`src/design/wmisa_pkg.sv`:
```
// Package with register map, field layout and event carrier of the interrupt status aggregator.
package wmisa_pkg;
  localparam logic [7:0]  WMISA_OFS_PRI_STATUS = 8'h80;
  localparam logic [7:0]  WMISA_OFS_SEC0       = 8'h84;
  localparam logic [7:0]  WMISA_OFS_SEC1       = 8'h88;
  localparam logic [7:0]  WMISA_OFS_SEC2       = 8'h8C;
  localparam logic [7:0]  WMISA_OFS_SEC3       = 8'h90;
  localparam logic [7:0]  WMISA_OFS_SEC4       = 8'h94;
  localparam logic [7:0]  WMISA_OFS_PRI_ENABLE = 8'hA0;
  localparam logic [31:0] WMISA_RESET_VALUE    = 32'h0000_0000;
  localparam logic [31:0] WMISA_SEC0_MASK      = 32'h03FF_03FF;
  localparam logic [31:0] WMISA_SEC1_MASK      = 32'h03FF_03FF;
  localparam logic [31:0] WMISA_SEC2_MASK      = 32'h7F07_03FF;
  localparam logic [31:0] WMISA_SEC3_MASK      = 32'h03FF_03FF;
  localparam logic [31:0] WMISA_SEC4_MASK      = 32'h0000_03FF;
  localparam logic [31:0] WMISA_PRI_DIRECT     = 32'h0137_F23F;
  localparam logic [31:0] WMISA_PRI_ENA_MASK   = 32'h0FBF_FFFF;
  localparam int          WMISA_QUEUES         = 10;

  typedef struct packed {
    logic       rx_good;
    logic       rx_desc_request;
    logic       rx_error;
    logic       rx_idle_timeout;
    logic       rx_list_empty;
    logic       rx_fifo_overrun;
    logic       tx_idle_timeout;
    logic       stats_threshold;
    logic       software_event;
    logic       phy_rx_error;
    logic       key_lookup_miss;
    logic       beacon_alert;
    logic       beacon_weak_signal;
    logic       beacon_missing;
    logic       beacon_queue_empty;
    logic       chirp_seen;
    logic       pin_event;
    logic       bus_master_abort;
    logic       address_parity;
    logic       data_parity;
    logic [6:0] beacon_events;
  } wmisa_direct_s;

  typedef struct packed {
    logic [9:0] tx_good;
    logic [9:0] tx_desc_request;
    logic [9:0] tx_error;
    logic [9:0] tx_list_empty;
    logic [9:0] tx_underrun;
    logic [9:0] rate_overflow;
    logic [9:0] rate_underrun;
    logic [9:0] queue_trigger;
  } wmisa_queue_s;
endpackage : wmisa_pkg

```
`src/design/wmisa_top.sv`:
```
// Interrupt status aggregator: primary and secondary status, primary enable and host interrupt.
`timescale 1ns/100ps
`default_nettype none
// Overview of operation
// - Bits 6,7 summarise secondary 0 fields.
// - Bit 8 ORs per-queue transmit errors.
// - Bit 10 ORs per-queue list-empty bits.
// - Bit 11 ORs per-queue underrun bits.
// - Bit 19 ORs three host-bus error bits.
// - Bit 23 ORs secondary 2 beacon event bits 24-29; bit 30 is not included.
// - Bit 25 ORs per-queue rate overflow bits.
// - Bit 26 ORs per-queue rate underrun bits.
// - Bit 27 ORs per-queue trigger bits.
// - Bits 0-5 flag receive events.
// - Bit 9 is one shared transmit idle timeout.
// - Bits 12-18 flag statistics, software, PHY, key lookup miss, beacon events.
// - Bit 20 flags empty beacon queue alert.
// - Bit 24 pin event, bit 21 chirp.
// - Reserved primary bits written zero, read zero.
// - Secondary registers reset zero, write-one clears.
// - Secondary 0 holds good and desc-request fields.
// - Secondary 1 holds error and list-empty fields.
// - Secondary 2 holds underrun and bus errors.
// - Secondary 2 bits 24-30 flag beacon events.
// - Secondary 3 rate fields, secondary 4 triggers.
// - Enable bits 0,1 gate receive interrupts.
// - Primary status at 0x80, write-one clears directly latched bits.
module wmisa_top (
  input  wire logic                    clk,
  input  wire logic                    reset_n,
  input  wire logic                    warm_reset_n,
  input  wire wmisa_pkg::wmisa_direct_s direct_events,
  input  wire wmisa_pkg::wmisa_queue_s  queue_events,
  input  wire logic [7:0]              reg_addr,
  input  wire logic [31:0]             reg_wdata,
  input  wire logic                    reg_write,
  input  wire logic                    reg_read,
  output logic [31:0]                  reg_rdata,
  output logic                         host_irq
);
  import wmisa_pkg::*;

  logic [31:0] sec_reg [5];
  logic [31:0] sec_next [5];
  logic [31:0] sec_set [5];
  logic [31:0] sec_mask [5];
  logic [31:0] pri_direct_reg;
  logic [31:0] pri_enable_reg;
  logic [31:0] reg_rdata_reg;
  logic        host_irq_reg;
  logic        warm_q1_reg;
  logic        warm_q2_reg;

  wire logic        wr_pri = reg_write && (reg_addr == WMISA_OFS_PRI_STATUS);
  wire logic        wr_ena = reg_write && (reg_addr == WMISA_OFS_PRI_ENABLE);
  wire logic [31:0] sec_clear [5];
  wire logic [31:0] pri_set;
  wire logic [31:0] pri_direct_next;
  wire logic [31:0] pri_status;
  wire logic [31:0] rdata_next;
  wire logic        irq_next;
  wire logic        warm_active = !warm_q2_reg;

  // Secondary event sources placed at their field positions.
  assign sec_set[0] = {6'h0, queue_events.tx_desc_request, 6'h0, queue_events.tx_good};
  assign sec_set[1] = {6'h0, queue_events.tx_list_empty, 6'h0, queue_events.tx_error};
  assign sec_set[2] = {1'b0, direct_events.beacon_events, 5'h0, direct_events.data_parity,
                       direct_events.address_parity, direct_events.bus_master_abort,
                       6'h0, queue_events.tx_underrun};
  assign sec_set[3] = {6'h0, queue_events.rate_underrun, 6'h0, queue_events.rate_overflow};
  assign sec_set[4] = {22'h0, queue_events.queue_trigger};
  assign sec_mask[0] = WMISA_SEC0_MASK;
  assign sec_mask[1] = WMISA_SEC1_MASK;
  assign sec_mask[2] = WMISA_SEC2_MASK;
  assign sec_mask[3] = WMISA_SEC3_MASK;
  assign sec_mask[4] = WMISA_SEC4_MASK;

  genvar gi;
  generate
    for (gi = 0; gi < 5; gi++) begin : g_sec
      wire logic [7:0] ofs = WMISA_OFS_SEC0 + 8'(4 * gi);
      assign sec_clear[gi] = (reg_write && (reg_addr == ofs)) ? reg_wdata : 32'h0;
      // Set wins over a clear in the same cycle.
      assign sec_next[gi] = ((sec_reg[gi] & ~sec_clear[gi]) | sec_set[gi]) & sec_mask[gi];
      always_ff @(posedge clk or negedge reset_n) begin
        if (!reset_n) begin
          sec_reg[gi] <= WMISA_RESET_VALUE;
        end else if (warm_active) begin
          sec_reg[gi] <= WMISA_RESET_VALUE;
        end else begin
          sec_reg[gi] <= sec_next[gi];
        end
      end
    end
  endgenerate

  // Directly latched primary events.
  assign pri_set = {4'h0, 3'h0, direct_events.pin_event, 2'h0, direct_events.chirp_seen,
                    direct_events.beacon_queue_empty, 1'b0,
                    direct_events.beacon_missing, direct_events.beacon_weak_signal,
                    direct_events.beacon_alert, direct_events.key_lookup_miss,
                    direct_events.phy_rx_error, direct_events.software_event,
                    direct_events.stats_threshold, 2'h0, direct_events.tx_idle_timeout, 3'h0,
                    direct_events.rx_fifo_overrun, direct_events.rx_list_empty,
                    direct_events.rx_idle_timeout, direct_events.rx_error,
                    direct_events.rx_desc_request, direct_events.rx_good};
  assign pri_direct_next = ((pri_direct_reg & ~(wr_pri ? reg_wdata : 32'h0)) | pri_set)
                           & WMISA_PRI_DIRECT;

  // Summary bits follow the secondary registers; reserved bits stay zero.
  wire logic tx_good_summary         = |sec_reg[0][WMISA_QUEUES-1:0];
  wire logic tx_desc_request_summary = |sec_reg[0][16 +: WMISA_QUEUES];
  wire logic tx_error_summary        = |sec_reg[1][WMISA_QUEUES-1:0];
  wire logic tx_list_empty_summary   = |sec_reg[1][16 +: WMISA_QUEUES];
  wire logic tx_underrun_summary     = |sec_reg[2][WMISA_QUEUES-1:0];
  wire logic host_bus_error_summary  = |sec_reg[2][18:16];
  wire logic beacon_misc_summary     = |sec_reg[2][29:24];
  wire logic rate_overflow_summary   = |sec_reg[3][WMISA_QUEUES-1:0];
  wire logic rate_underrun_summary   = |sec_reg[3][16 +: WMISA_QUEUES];
  wire logic queue_trigger_summary   = |sec_reg[4][WMISA_QUEUES-1:0];

  assign pri_status = pri_direct_reg
                    | {4'h0, queue_trigger_summary, rate_underrun_summary, rate_overflow_summary,
                       1'b0, beacon_misc_summary, 3'h0, host_bus_error_summary, 7'h0,
                       tx_underrun_summary, tx_list_empty_summary, 1'b0, tx_error_summary,
                       tx_desc_request_summary, tx_good_summary, 6'h0};

  assign rdata_next = !reg_read ? 32'h0 :
                      (reg_addr == WMISA_OFS_PRI_STATUS) ? pri_status :
                      (reg_addr == WMISA_OFS_SEC0)       ? sec_reg[0] :
                      (reg_addr == WMISA_OFS_SEC1)       ? sec_reg[1] :
                      (reg_addr == WMISA_OFS_SEC2)       ? sec_reg[2] :
                      (reg_addr == WMISA_OFS_SEC3)       ? sec_reg[3] :
                      (reg_addr == WMISA_OFS_SEC4)       ? sec_reg[4] :
                      (reg_addr == WMISA_OFS_PRI_ENABLE) ? pri_enable_reg : 32'h0;

  assign irq_next = |(pri_status & pri_enable_reg);

  // Warm reset is synchronised before use.
  always_ff @(posedge clk or negedge reset_n) begin
    if (!reset_n) begin
      warm_q1_reg <= 1'b0;
      warm_q2_reg <= 1'b0;
    end else begin
      warm_q1_reg <= warm_reset_n;
      warm_q2_reg <= warm_q1_reg;
    end
  end

  always_ff @(posedge clk or negedge reset_n) begin
    if (!reset_n) begin
      pri_direct_reg <= WMISA_RESET_VALUE;
      pri_enable_reg <= WMISA_RESET_VALUE;
    end else if (warm_active) begin
      pri_direct_reg <= WMISA_RESET_VALUE;
      pri_enable_reg <= WMISA_RESET_VALUE;
    end else begin
      pri_direct_reg <= pri_direct_next;
      if (wr_ena) begin
        pri_enable_reg <= reg_wdata & WMISA_PRI_ENA_MASK;
      end
    end
  end

  always_ff @(posedge clk or negedge reset_n) begin
    if (!reset_n) begin
      reg_rdata_reg <= WMISA_RESET_VALUE;
      host_irq_reg  <= 1'b0;
    end else begin
      reg_rdata_reg <= rdata_next;
      host_irq_reg  <= irq_next;
    end
  end

  assign reg_rdata = reg_rdata_reg;
  assign host_irq  = host_irq_reg;

  AST_TXOK_SUMMARY: assert property (
    @(posedge clk) disable iff (!reset_n)
    pri_status[6] == (|sec_reg[0][9:0]))
    else $error("tx good summary wrong");
  AST_TXDESC_SUMMARY: assert property (
    @(posedge clk) disable iff (!reset_n)
    pri_status[7] == (|sec_reg[0][25:16]))
    else $error("tx desc request summary wrong");
  AST_TXERR_SUMMARY: assert property (
    @(posedge clk) disable iff (!reset_n)
    pri_status[8] == (|sec_reg[1][9:0]))
    else $error("tx error summary wrong");
  AST_EOL_SUMMARY: assert property (
    @(posedge clk) disable iff (!reset_n)
    pri_status[10] == (|sec_reg[1][25:16]))
    else $error("list empty summary wrong");
  AST_URN_SUMMARY: assert property (
    @(posedge clk) disable iff (!reset_n)
    pri_status[11] == (|sec_reg[2][9:0]))
    else $error("underrun summary wrong");
  AST_HOST_BUS_SUMMARY: assert property (
    @(posedge clk) disable iff (!reset_n)
    pri_status[19] == (|sec_reg[2][18:16]))
    else $error("host bus error summary wrong");
  AST_BCN_SUMMARY: assert property (
    @(posedge clk) disable iff (!reset_n)
    pri_status[23] == (|sec_reg[2][29:24]))
    else $error("beacon summary wrong");
  AST_RATE_OVF_SUMMARY: assert property (
    @(posedge clk) disable iff (!reset_n)
    pri_status[25] == (|sec_reg[3][9:0]))
    else $error("rate overflow summary wrong");
  AST_RATE_URN_SUMMARY: assert property (
    @(posedge clk) disable iff (!reset_n)
    pri_status[26] == (|sec_reg[3][25:16]))
    else $error("rate underrun summary wrong");
  AST_TRIG_SUMMARY: assert property (
    @(posedge clk) disable iff (!reset_n)
    pri_status[27] == (|sec_reg[4][9:0]))
    else $error("trigger summary wrong");

  AST_RX_SET: assert property (
    @(posedge clk) disable iff (!reset_n)
    direct_events.rx_good && warm_q2_reg |=> pri_status[0])
    else $error("rx good lost");
  AST_RX_OVERRUN_SET: assert property (
    @(posedge clk) disable iff (!reset_n)
    direct_events.rx_fifo_overrun && warm_q2_reg |=> pri_status[5])
    else $error("rx overrun lost");
  AST_TX_IDLE_SET: assert property (
    @(posedge clk) disable iff (!reset_n)
    direct_events.tx_idle_timeout && warm_q2_reg |=> pri_status[9])
    else $error("tx idle timeout lost");
  AST_STATS_SET: assert property (
    @(posedge clk) disable iff (!reset_n)
    direct_events.stats_threshold && warm_q2_reg |=> pri_status[12])
    else $error("stats threshold lost");
  AST_BMISS_SET: assert property (
    @(posedge clk) disable iff (!reset_n)
    direct_events.beacon_missing && warm_q2_reg |=> pri_status[18])
    else $error("beacon missing lost");
  AST_BNR_SET: assert property (
    @(posedge clk) disable iff (!reset_n)
    direct_events.beacon_queue_empty && warm_q2_reg |=> pri_status[20])
    else $error("beacon queue empty lost");
  AST_PIN_SET: assert property (
    @(posedge clk) disable iff (!reset_n)
    direct_events.pin_event && warm_q2_reg |=> pri_status[24])
    else $error("pin event lost");
  AST_CHIRP_SET: assert property (
    @(posedge clk) disable iff (!reset_n)
    direct_events.chirp_seen && warm_q2_reg |=> pri_status[21])
    else $error("chirp lost");
  AST_RES_ZERO: assert property (
    @(posedge clk) disable iff (!reset_n)
    pri_status[31:28] == 4'h0 && !pri_status[22])
    else $error("reserved bits set");

  AST_SEC_SET: assert property (
    @(posedge clk) disable iff (!reset_n || !warm_q2_reg)
    queue_events.tx_good[0] && warm_q2_reg |=> sec_reg[0][0])
    else $error("event lost");
  AST_SEC_CLEAR: assert property (
    @(posedge clk) disable iff (!reset_n)
    reg_write && (reg_addr == WMISA_OFS_SEC0) && reg_wdata[0] && !queue_events.tx_good[0] |=> !sec_reg[0][0])
    else $error("secondary clear ignored");
  AST_SEC_WARM: assert property (
    @(posedge clk) disable iff (!reset_n)
    !warm_q2_reg |=> (sec_reg[0] | sec_reg[1] | sec_reg[2] | sec_reg[3] | sec_reg[4]) == 32'h0)
    else $error("secondary kept over warm reset");
  AST_SEC0_FIELDS: assert property (
    @(posedge clk) disable iff (!reset_n)
    (sec_reg[0] & 32'hFC00_FC00) == 32'h0)
    else $error("secondary 0 reserved bit set");
  AST_SEC1_FIELDS: assert property (
    @(posedge clk) disable iff (!reset_n)
    (sec_reg[1] & 32'hFC00_FC00) == 32'h0)
    else $error("secondary 1 reserved bit set");
  AST_SEC2_FIELDS: assert property (
    @(posedge clk) disable iff (!reset_n)
    (sec_reg[2] & 32'h80F8_FC00) == 32'h0)
    else $error("secondary 2 reserved bit set");
  AST_BUS_ERR_SET: assert property (
    @(posedge clk) disable iff (!reset_n)
    direct_events.data_parity && warm_q2_reg |=> sec_reg[2][18])
    else $error("data parity lost");
  AST_DRIFT_SET: assert property (
    @(posedge clk) disable iff (!reset_n)
    direct_events.beacon_events[6] && warm_q2_reg |=> sec_reg[2][30])
    else $error("timestamp drift lost");
  AST_SEC3_FIELDS: assert property (
    @(posedge clk) disable iff (!reset_n)
    (sec_reg[3] & 32'hFC00_FC00) == 32'h0)
    else $error("secondary 3 reserved bit set");
  AST_SEC4_FIELDS: assert property (
    @(posedge clk) disable iff (!reset_n)
    (sec_reg[4] & 32'hFFFF_FC00) == 32'h0)
    else $error("secondary 4 reserved bit set");

  AST_ENA_RESERVED: assert property (
    @(posedge clk) disable iff (!reset_n)
    (pri_enable_reg & 32'hF040_0000) == 32'h0)
    else $error("enable reserved bit set");
  AST_ENA_WRITE: assert property (
    @(posedge clk) disable iff (!reset_n)
    wr_ena && warm_q2_reg |=> pri_enable_reg[1:0] == $past(reg_wdata[1:0]))
    else $error("receive enable bits not written");
  AST_ENA_GATE: assert property (
    @(posedge clk) disable iff (!reset_n)
    pri_enable_reg == 32'h0 |=> !host_irq)
    else $error("irq without enable");
  AST_PRI_CLEAR: assert property (
    @(posedge clk) disable iff (!reset_n)
    wr_pri && reg_wdata[0] && !direct_events.rx_good |=> !pri_status[0])
    else $error("primary clear ignored");
  AST_PRI_WARM: assert property (
    @(posedge clk) disable iff (!reset_n)
    !warm_q2_reg |=> pri_direct_reg == 32'h0 && pri_enable_reg == 32'h0)
    else $error("primary kept over warm reset");
  AST_READ_DATA: assert property (
    @(posedge clk) disable iff (!reset_n)
    !reg_read |=> reg_rdata == 32'h0)
    else $error("read data without read");
  AST_READ_STATUS: assert property (
    @(posedge clk) disable iff (!reset_n)
    reg_read && (reg_addr == WMISA_OFS_PRI_STATUS) |=> reg_rdata == $past(pri_status))
    else $error("primary status read wrong");
  AST_READ_ENABLE: assert property (
    @(posedge clk) disable iff (!reset_n)
    reg_read && (reg_addr == WMISA_OFS_PRI_ENABLE) |=> reg_rdata == $past(pri_enable_reg))
    else $error("enable read wrong");
  AST_READ_SEC2: assert property (
    @(posedge clk) disable iff (!reset_n)
    reg_read && (reg_addr == WMISA_OFS_SEC2) |=> reg_rdata == $past(sec_reg[2]))
    else $error("secondary 2 read wrong");
  AST_IRQ: assert property (
    @(posedge clk) disable iff (!reset_n)
    |(pri_status & pri_enable_reg) |=> host_irq)
    else $error("irq not raised");
  AST_IRQ_LOW: assert property (
    @(posedge clk) disable iff (!reset_n)
    !(|(pri_status & pri_enable_reg)) |=> !host_irq)
    else $error("irq stuck");

  COV_IRQ: cover property (@(posedge clk) disable iff (!reset_n) $rose(host_irq));
  COV_CLEAR: cover property (@(posedge clk) disable iff (!reset_n) wr_pri && |pri_direct_reg);
  COV_SEC_CLEAR: cover property (@(posedge clk) disable iff (!reset_n) $fell(pri_status[6]));
  COV_WARM: cover property (@(posedge clk) disable iff (!reset_n) $fell(warm_q2_reg));
  COV_SET_WINS: cover property (@(posedge clk) disable iff (!reset_n) wr_pri && reg_wdata[0] && direct_events.rx_good);
endmodule : wmisa_top
`default_nettype wire

```
`config.mk`:
```
export PLATFORM = sky130hd
export DESIGN_NAME = wmisa_top
export DESIGN_NICKNAME = d
export VERILOG_FILES = /design/src/design/wmisa_pkg.sv /design/src/design/wmisa_top.sv
export SDC_FILE = /design/constraint.sdc
export NUM_CORES = 1
export LEC_CHECK = 0
export BUFFER_PORTS_ARGS = -buffer_cell sky130_fd_sc_hd__buf_2
export CAP_MARGIN = 25
export CELL_PAD_IN_SITES_DETAIL_PLACEMENT = 1
export CELL_PAD_IN_SITES_GLOBAL_PLACEMENT = 2
export CORE_ASPECT_RATIO = 1.25
export CORE_UTILIZATION = 30
export CTS_BUF_LIST = sky130_fd_sc_hd__clkbuf_4 sky130_fd_sc_hd__clkbuf_8 sky130_fd_sc_hd__clkbuf_16
export DETAILED_ROUTE_END_ITERATION = 12
export MAX_ROUTING_LAYER = met4
export PLACE_DENSITY_LB_ADDON = 0.1
export SLEW_MARGIN = 20
export SYNTH_ARGS = -nofsm -noshare
export SYNTH_HDL_FRONTEND = slang
export SYNTH_SLANG_ARGS = --single-unit
```
`constraint.sdc`:
```
create_clock -name clk -period 1.65 [get_ports clk]
set_clock_uncertainty 0.15 [all_clocks]
set_input_delay 0.0825 -clock clk [delete_from_list [all_inputs] [get_ports clk]]
set_output_delay 0.0825 -clock clk [all_outputs]
set_load 0.02 [all_outputs]
```
* Yosys cells after proc, flatten, opt, wreduce, memory -nomap -nowiden
Index checks and enable logic that the tools add are counted.
** Storage, ports and cells
- Bits in registers :: 211
- Word-level logic and storage cells :: 79
- Bits of input ports :: 152
** Operators by class
- Reductions and logical operators :: 18
- Bitwise gates (word level) :: 20
- Equal/unequal tests :: 8
- Muxes and demuxes :: 22
** Operators with widths (number)
- 2-to-1 mux 32 bit :: 10
- 2-to-1 mux 26 bit :: 6
- OR reduction 10 bit :: 8
- bitwise AND 26 bit :: 3
- inverter 26 bit :: 3
- bitwise OR 26 bit :: 3
- 2-to-1 mux 31 bit :: 2
- == test 8 bit (second input constant) :: 7
- 2-to-1 mux 25 bit :: 2
- bitwise AND 32 bit :: 1
- OR reduction 32 bit :: 1
- bitwise AND 31 bit :: 1
- inverter 31 bit :: 1
- bitwise OR 31 bit :: 1
- bitwise OR 25 x 28 -> 28 bit :: 1
- bitwise AND 25 bit :: 1
- inverter 25 bit :: 1
- bitwise OR 25 bit :: 1
- 2-to-1 mux 10 bit :: 2
- bitwise AND 10 bit :: 1
- inverter 10 bit :: 1
- bitwise OR 10 bit :: 1
- logical AND 1 bit :: 7
- OR reduction 6 bit :: 1
- 2 further kinds :: 2

* Logic depth before layout (Yosys ltp)
- Word-level depth :: 9
- Mapped depth :: 9

* Worst setup path after synthesis
Ideal clock, no wire load.
- Path type :: input to register
- Start point :: input port reg_addr[3]
- End point :: register pri_direct_reg[12]
- Cell stages on the path :: 9
- Setup time :: 0.119 ns
- Path buffers :: 4
- Slack :: -0.141 ns
- Arrival time :: 1.522 ns
- Required time :: 1.381 ns
- Path through :: buf_6 -> or4_4 -> buf_6 -> nor2_8 -> and2_1 -> buf_4 -> buf_6 -> a21boi_1 -> o21a_1
** Between the ends
- Word-level cells in the longest chain between the ends :: 7
** Ends and longest elaborated chain
- start, declared :: line wmisa_top.sv:34 : input wire logic [7:0] reg_addr,
- == test 8 bit :: line wmisa_top.sv:54 : wire logic wr_pri = reg_write && (reg_addr == WMISA_OFS_PRI_STATUS);
- logical AND 1 bit :: line wmisa_top.sv:54
- 2-to-1 mux 25 bit :: line wmisa_top.sv:107 : assign pri_direct_next = ((pri_direct_reg & ~(wr_pri ? reg_wdata : 32'h0)) | pri_set)
- inverter 25 bit :: line wmisa_top.sv:107
- bitwise AND 25 bit :: line wmisa_top.sv:107
- bitwise OR 25 bit :: line wmisa_top.sv:107
- 2-to-1 mux 25 bit :: line wmisa_top.sv:154 : end else if (warm_active) begin
- end signal, assigned :: line wmisa_top.sv:158 : pri_direct_reg <= pri_direct_next;
- end, declared :: line wmisa_top.sv:47 : logic [31:0] pri_direct_reg;
Every way passes these cells.
A chain may end at the register's enable or synchronous reset.

* Worst setup path in the final report
- Start point :: register pri_enable_reg[1]
- End point :: register host_irq_reg, in the netlist host_irq
** Between the ends
- Word-level cells in the longest chain between the ends :: 2
** Ends and longest elaborated chain
- start, declared :: line wmisa_top.sv:48 : logic [31:0] pri_enable_reg;
- start signal, assigned :: line wmisa_top.sv:160 : pri_enable_reg <= reg_wdata & WMISA_PRI_ENA_MASK;
- bitwise AND 32 bit :: line wmisa_top.sv:137 : assign irq_next = |(pri_status & pri_enable_reg);
- OR reduction 32 bit :: line wmisa_top.sv:137
- named net irq_next :: line wmisa_top.sv:61 : wire logic irq_next;
- end signal, assigned :: line wmisa_top.sv:171 : host_irq_reg <= irq_next;
- end, declared :: line wmisa_top.sv:50 : logic host_irq_reg;
The timed path passes the listed nets, and every way through them passes these cells.

==> results by group <==
Setup path
  – Slowest library cell on the worst path: dfrtp_1
  – Worst stage delay on the critical path: approximately 390 ps
  – Setup crit start kind: flip-flop
  – CP Max Fanout: 2
  – Crit. Startpoint: pri_enable_reg[1]$_DFFE_PN0P_
  – Crit path kind: reg -> reg
  – Cell Chain, Critical Path: a22o_1, a221oi_2, buf_4, o2111ai_1, a211oi_2, nand4_1
  – Family with the most delay on the worst path: compound AO/OA/AOI/OAI gates
  – CP Capture Type: flip-flop
  – CP required: about 1800 ps
  – Launch point of the worst reg-to-reg path: pri_enable_reg[1]$_DFFE_PN0P_
  – CP arrival: 1910 ps
  – Bufs and invs on worst path: 1

Global routing
  – First-pass GRT wire length: 55030 um
  – Largest net degree at the start of global routing: 46
  – GR Util All Layers: between 20 and 30%
  – GRT Residual Overflow: 0
  – Initial antenna violation count: 0
  – Vias in the first global route: ~9200

Worst hold path
  – Worst Hold Class: in -> async

Synth
  – Area contributors post-synth: dfrtp_1 (51%), o21a_1 (9.1%), a21boi_0 (6.0%)
  – Syn Nets: slightly above 900
  – Yosys cell types: 56
  – Compound-gate portion of the synthesized area: about a third
  – Synth top cells by count: dfrtp_1 (168), o21a_1 (99), a21boi_0 (66)
  – EDFF count, synth: 0
  – Xor/xnor cell area share of the yosys netlist: 0%
  – Register area share after synthesis: 51.26%
  – Yosys warns: 0
  – Async SR Flop Fraction: 100.0%
  – Post-Synth Adder-Cell Area: 0%
  – Synth Area in Simple Gates: a little under an eighth
  – Seq cells post-synth: ~170
  – Synth top area share: between 50% and 60%
  – Multiplexer area fraction after synthesis: less than 1%
  – Mapped Cells: ~770
  – Largest family of logic cells by synthesized area: compound AO/OA/AOI/OAI gates
  – Post-Syn Area: roughly 0.0082 sq mm
  – Synth Flop Type: dfrtp_1
  – Avg Cell Area, Syn: around 11 sq um
  – Most frequent cell after synthesis: dfrtp_1
  – Synth area leader: dfrtp_1

Clock network
  – CTS sink cnt: about 170
  – TritonCTS Buffers: 17
  – Root Buffer: clkbuf_16
  – Clock Path Buffers: 2
  – CTS tree: done
  – Worst-path clk slew: 70 ps
  – Worst skew pair latency: ~440 ps
  – H-tree Lvls: 4

Pwr
  – Pwr dens: 835.8 mW/mm^2
  – Total power: between 10 and 15 mW
  – Worst VDD drop: around 600 uV
  – P_leak: 5.952 nW

Finish
  – Layout area overhead: 58.46%
  – Share of cells above drive strength 1: roughly a third
  – Max reg flops: 90
  – Fin nets: 1376
  – Post-Layout Inst Area: between 0.01 and 0.015 sq mm
  – # diodes: 0
  – Final Non-Filler Cells: between 1500 and 2000

STA
  – RSZ-0062 raised after global routing: yes
  – Final period util: 106.3%
  – Time the worst path needs with I/O delays and setup: around 1800 ps
  – Final hold slack: about 22 ps
  – Achievable Freq: ~0.57 GHz
  – Slew Limit Headroom: around 65%
  – Worst slew pin tran: ~530 ps
  – Number of failing hold endpoints at the final stage: 0
  – Final setup viols: 3
  – Setup ws final: -104.6 ps
  – Max-slew violations: 0

Drt
  – DR iter-0 viols: around 390
  – Vias/cell: 5.181
  – DR vias: just over 8000
  – DRC violations left: 0
  – First-pass detailed-route iteration total: 4
  – Final wirelength: approximately 37000 um
  – Antenna violation net count after detailed routing: 0
  – Avg WL per Cell: between 20 and 25 um

Floorplanning
  – Core area: roughly 0.027 sq mm
  – Initial cell density of the core: between 30% and 40%
  – IO Count: about 190
  – # rows: 67
  – Die Ht: around 190 um
  – Die width: around 150 um
  – Die footprint: around 0.028 sq mm

Job
  – Max Cap Viol: 0

Place
  – Placement Cell Area: 0.01065 sq mm
  – Routability congestion estimate: about 0.94
  – Placement Setup Slack: -577.0 ps
  – Post-DP HPWL: around 27000 um
  – Port Buffers: roughly 180
  – Placed insts: between 1000 and 1500

Run status
  – Status: complete, but fails checks
  – Violated checks: negative setup slack
metal layers:
metal / share of wire, % / up-vias / global-route usage (%) / routed length [um]
li1: - / 3790 / - / -
met1: 39 / 4142 / 30.45 / 14400
met2: 54 / 189 / 49.13 / 19600
met4: 4.9 / 0 / 13.83 / 1806
met3: 2.3 / 70 / 3.439 / 827
met5: 0 / - / - / 0
metrics by stage:
stage	utilization [%]	setup TNS, ps
CTS	48.04	-163.2
global placement	39.70	-30980
detailed placement	39.70	-32720
floorplan	-	-3385
finish	48.45	-235.0
global route	48.45	-540.6
path summary, 6_finish.rpt:
| kind | slack, ps | cells after the start | end |
|---|---|---|---|
| worst max-delay path | -100 | 6 | host_irq$_DFF_PN0_ |
| worst min-delay path | 20 | 2 | sec_reg[113]$_DFF_PN0_ |
| worst max register to register | -100 | 6 | host_irq$_DFF_PN0_ |
| worst min register to register | 230 | 0 | warm_q2_reg$_DFF_PN0_ |
| max in group asynchronous | 620 | 3 | sec_reg[94]$_DFF_PN0_ |
| min in group clk | 100 | 4 | reg_rdata[8]$_DFF_PN0_ |
where the power goes:
part,switching (mW),leakage (nW),internal (mW),total [mW]
Sequential,0.159,2.18,4.30,4.46
Combinational,0.831,3.44,0.927,1.76
Clock,1.77,0.328,2.87,4.64
cells in the final DEF (no fill, tap or decap), drive strengths merged, types with 3 or more instances in the layout:
cell type / count
o21a: 99
clkinv: 6
buf: 351
mux2i: 4
nor3b: 4
a221oi: 17
o21ai: 15
and2: 7
clkbuf: 19
a22oi: 17
nor3: 4
a222oi: 3
and3: 7
nand2: 27
o221ai: 4
o22ai: 13
nand3: 11
nor4: 19
a22o: 41
nor2b: 29
a2bb2oi: 4
nor2: 28
bufinv: 6
dfrtp: 168
o221a: 3
a21oi: 55
inv: 13
nand4: 4
nand2b: 8
dlygate4sd3: 141
a211oi: 5
a21boi: 86
what timing repair did:
item,CTS,global route
setup buffers,2,2
gates resized for setup,25,17
setup endpoints to repair,13,11
hold buffers,141,0
hold endpoints to repair,314,0
pin swaps,9,15
layout make-up:
class | instances | area (sq um)
Clock inverter | 12 | 225.2
Clock buffer | 19 | 440.4
Sequential cell | 168 | 4208
Timing Repair Buffer | 492 | 3722
Inverter | 13 | 48.80
Fill cell | 3019 | 13830
Multi-Input combinational cell | 532 | 3920
Tap cell | 345 | 431.7
logic make-up after synthesis:
family                 Yosys count
flip-flops                     168
multiplexers                     4
buffers and inverters           68
AO/OA/AOI/OAI                  369
other                            1
AND/OR/NAND/NOR                158
No activity file was read; power rests on OpenSTA's default activity.
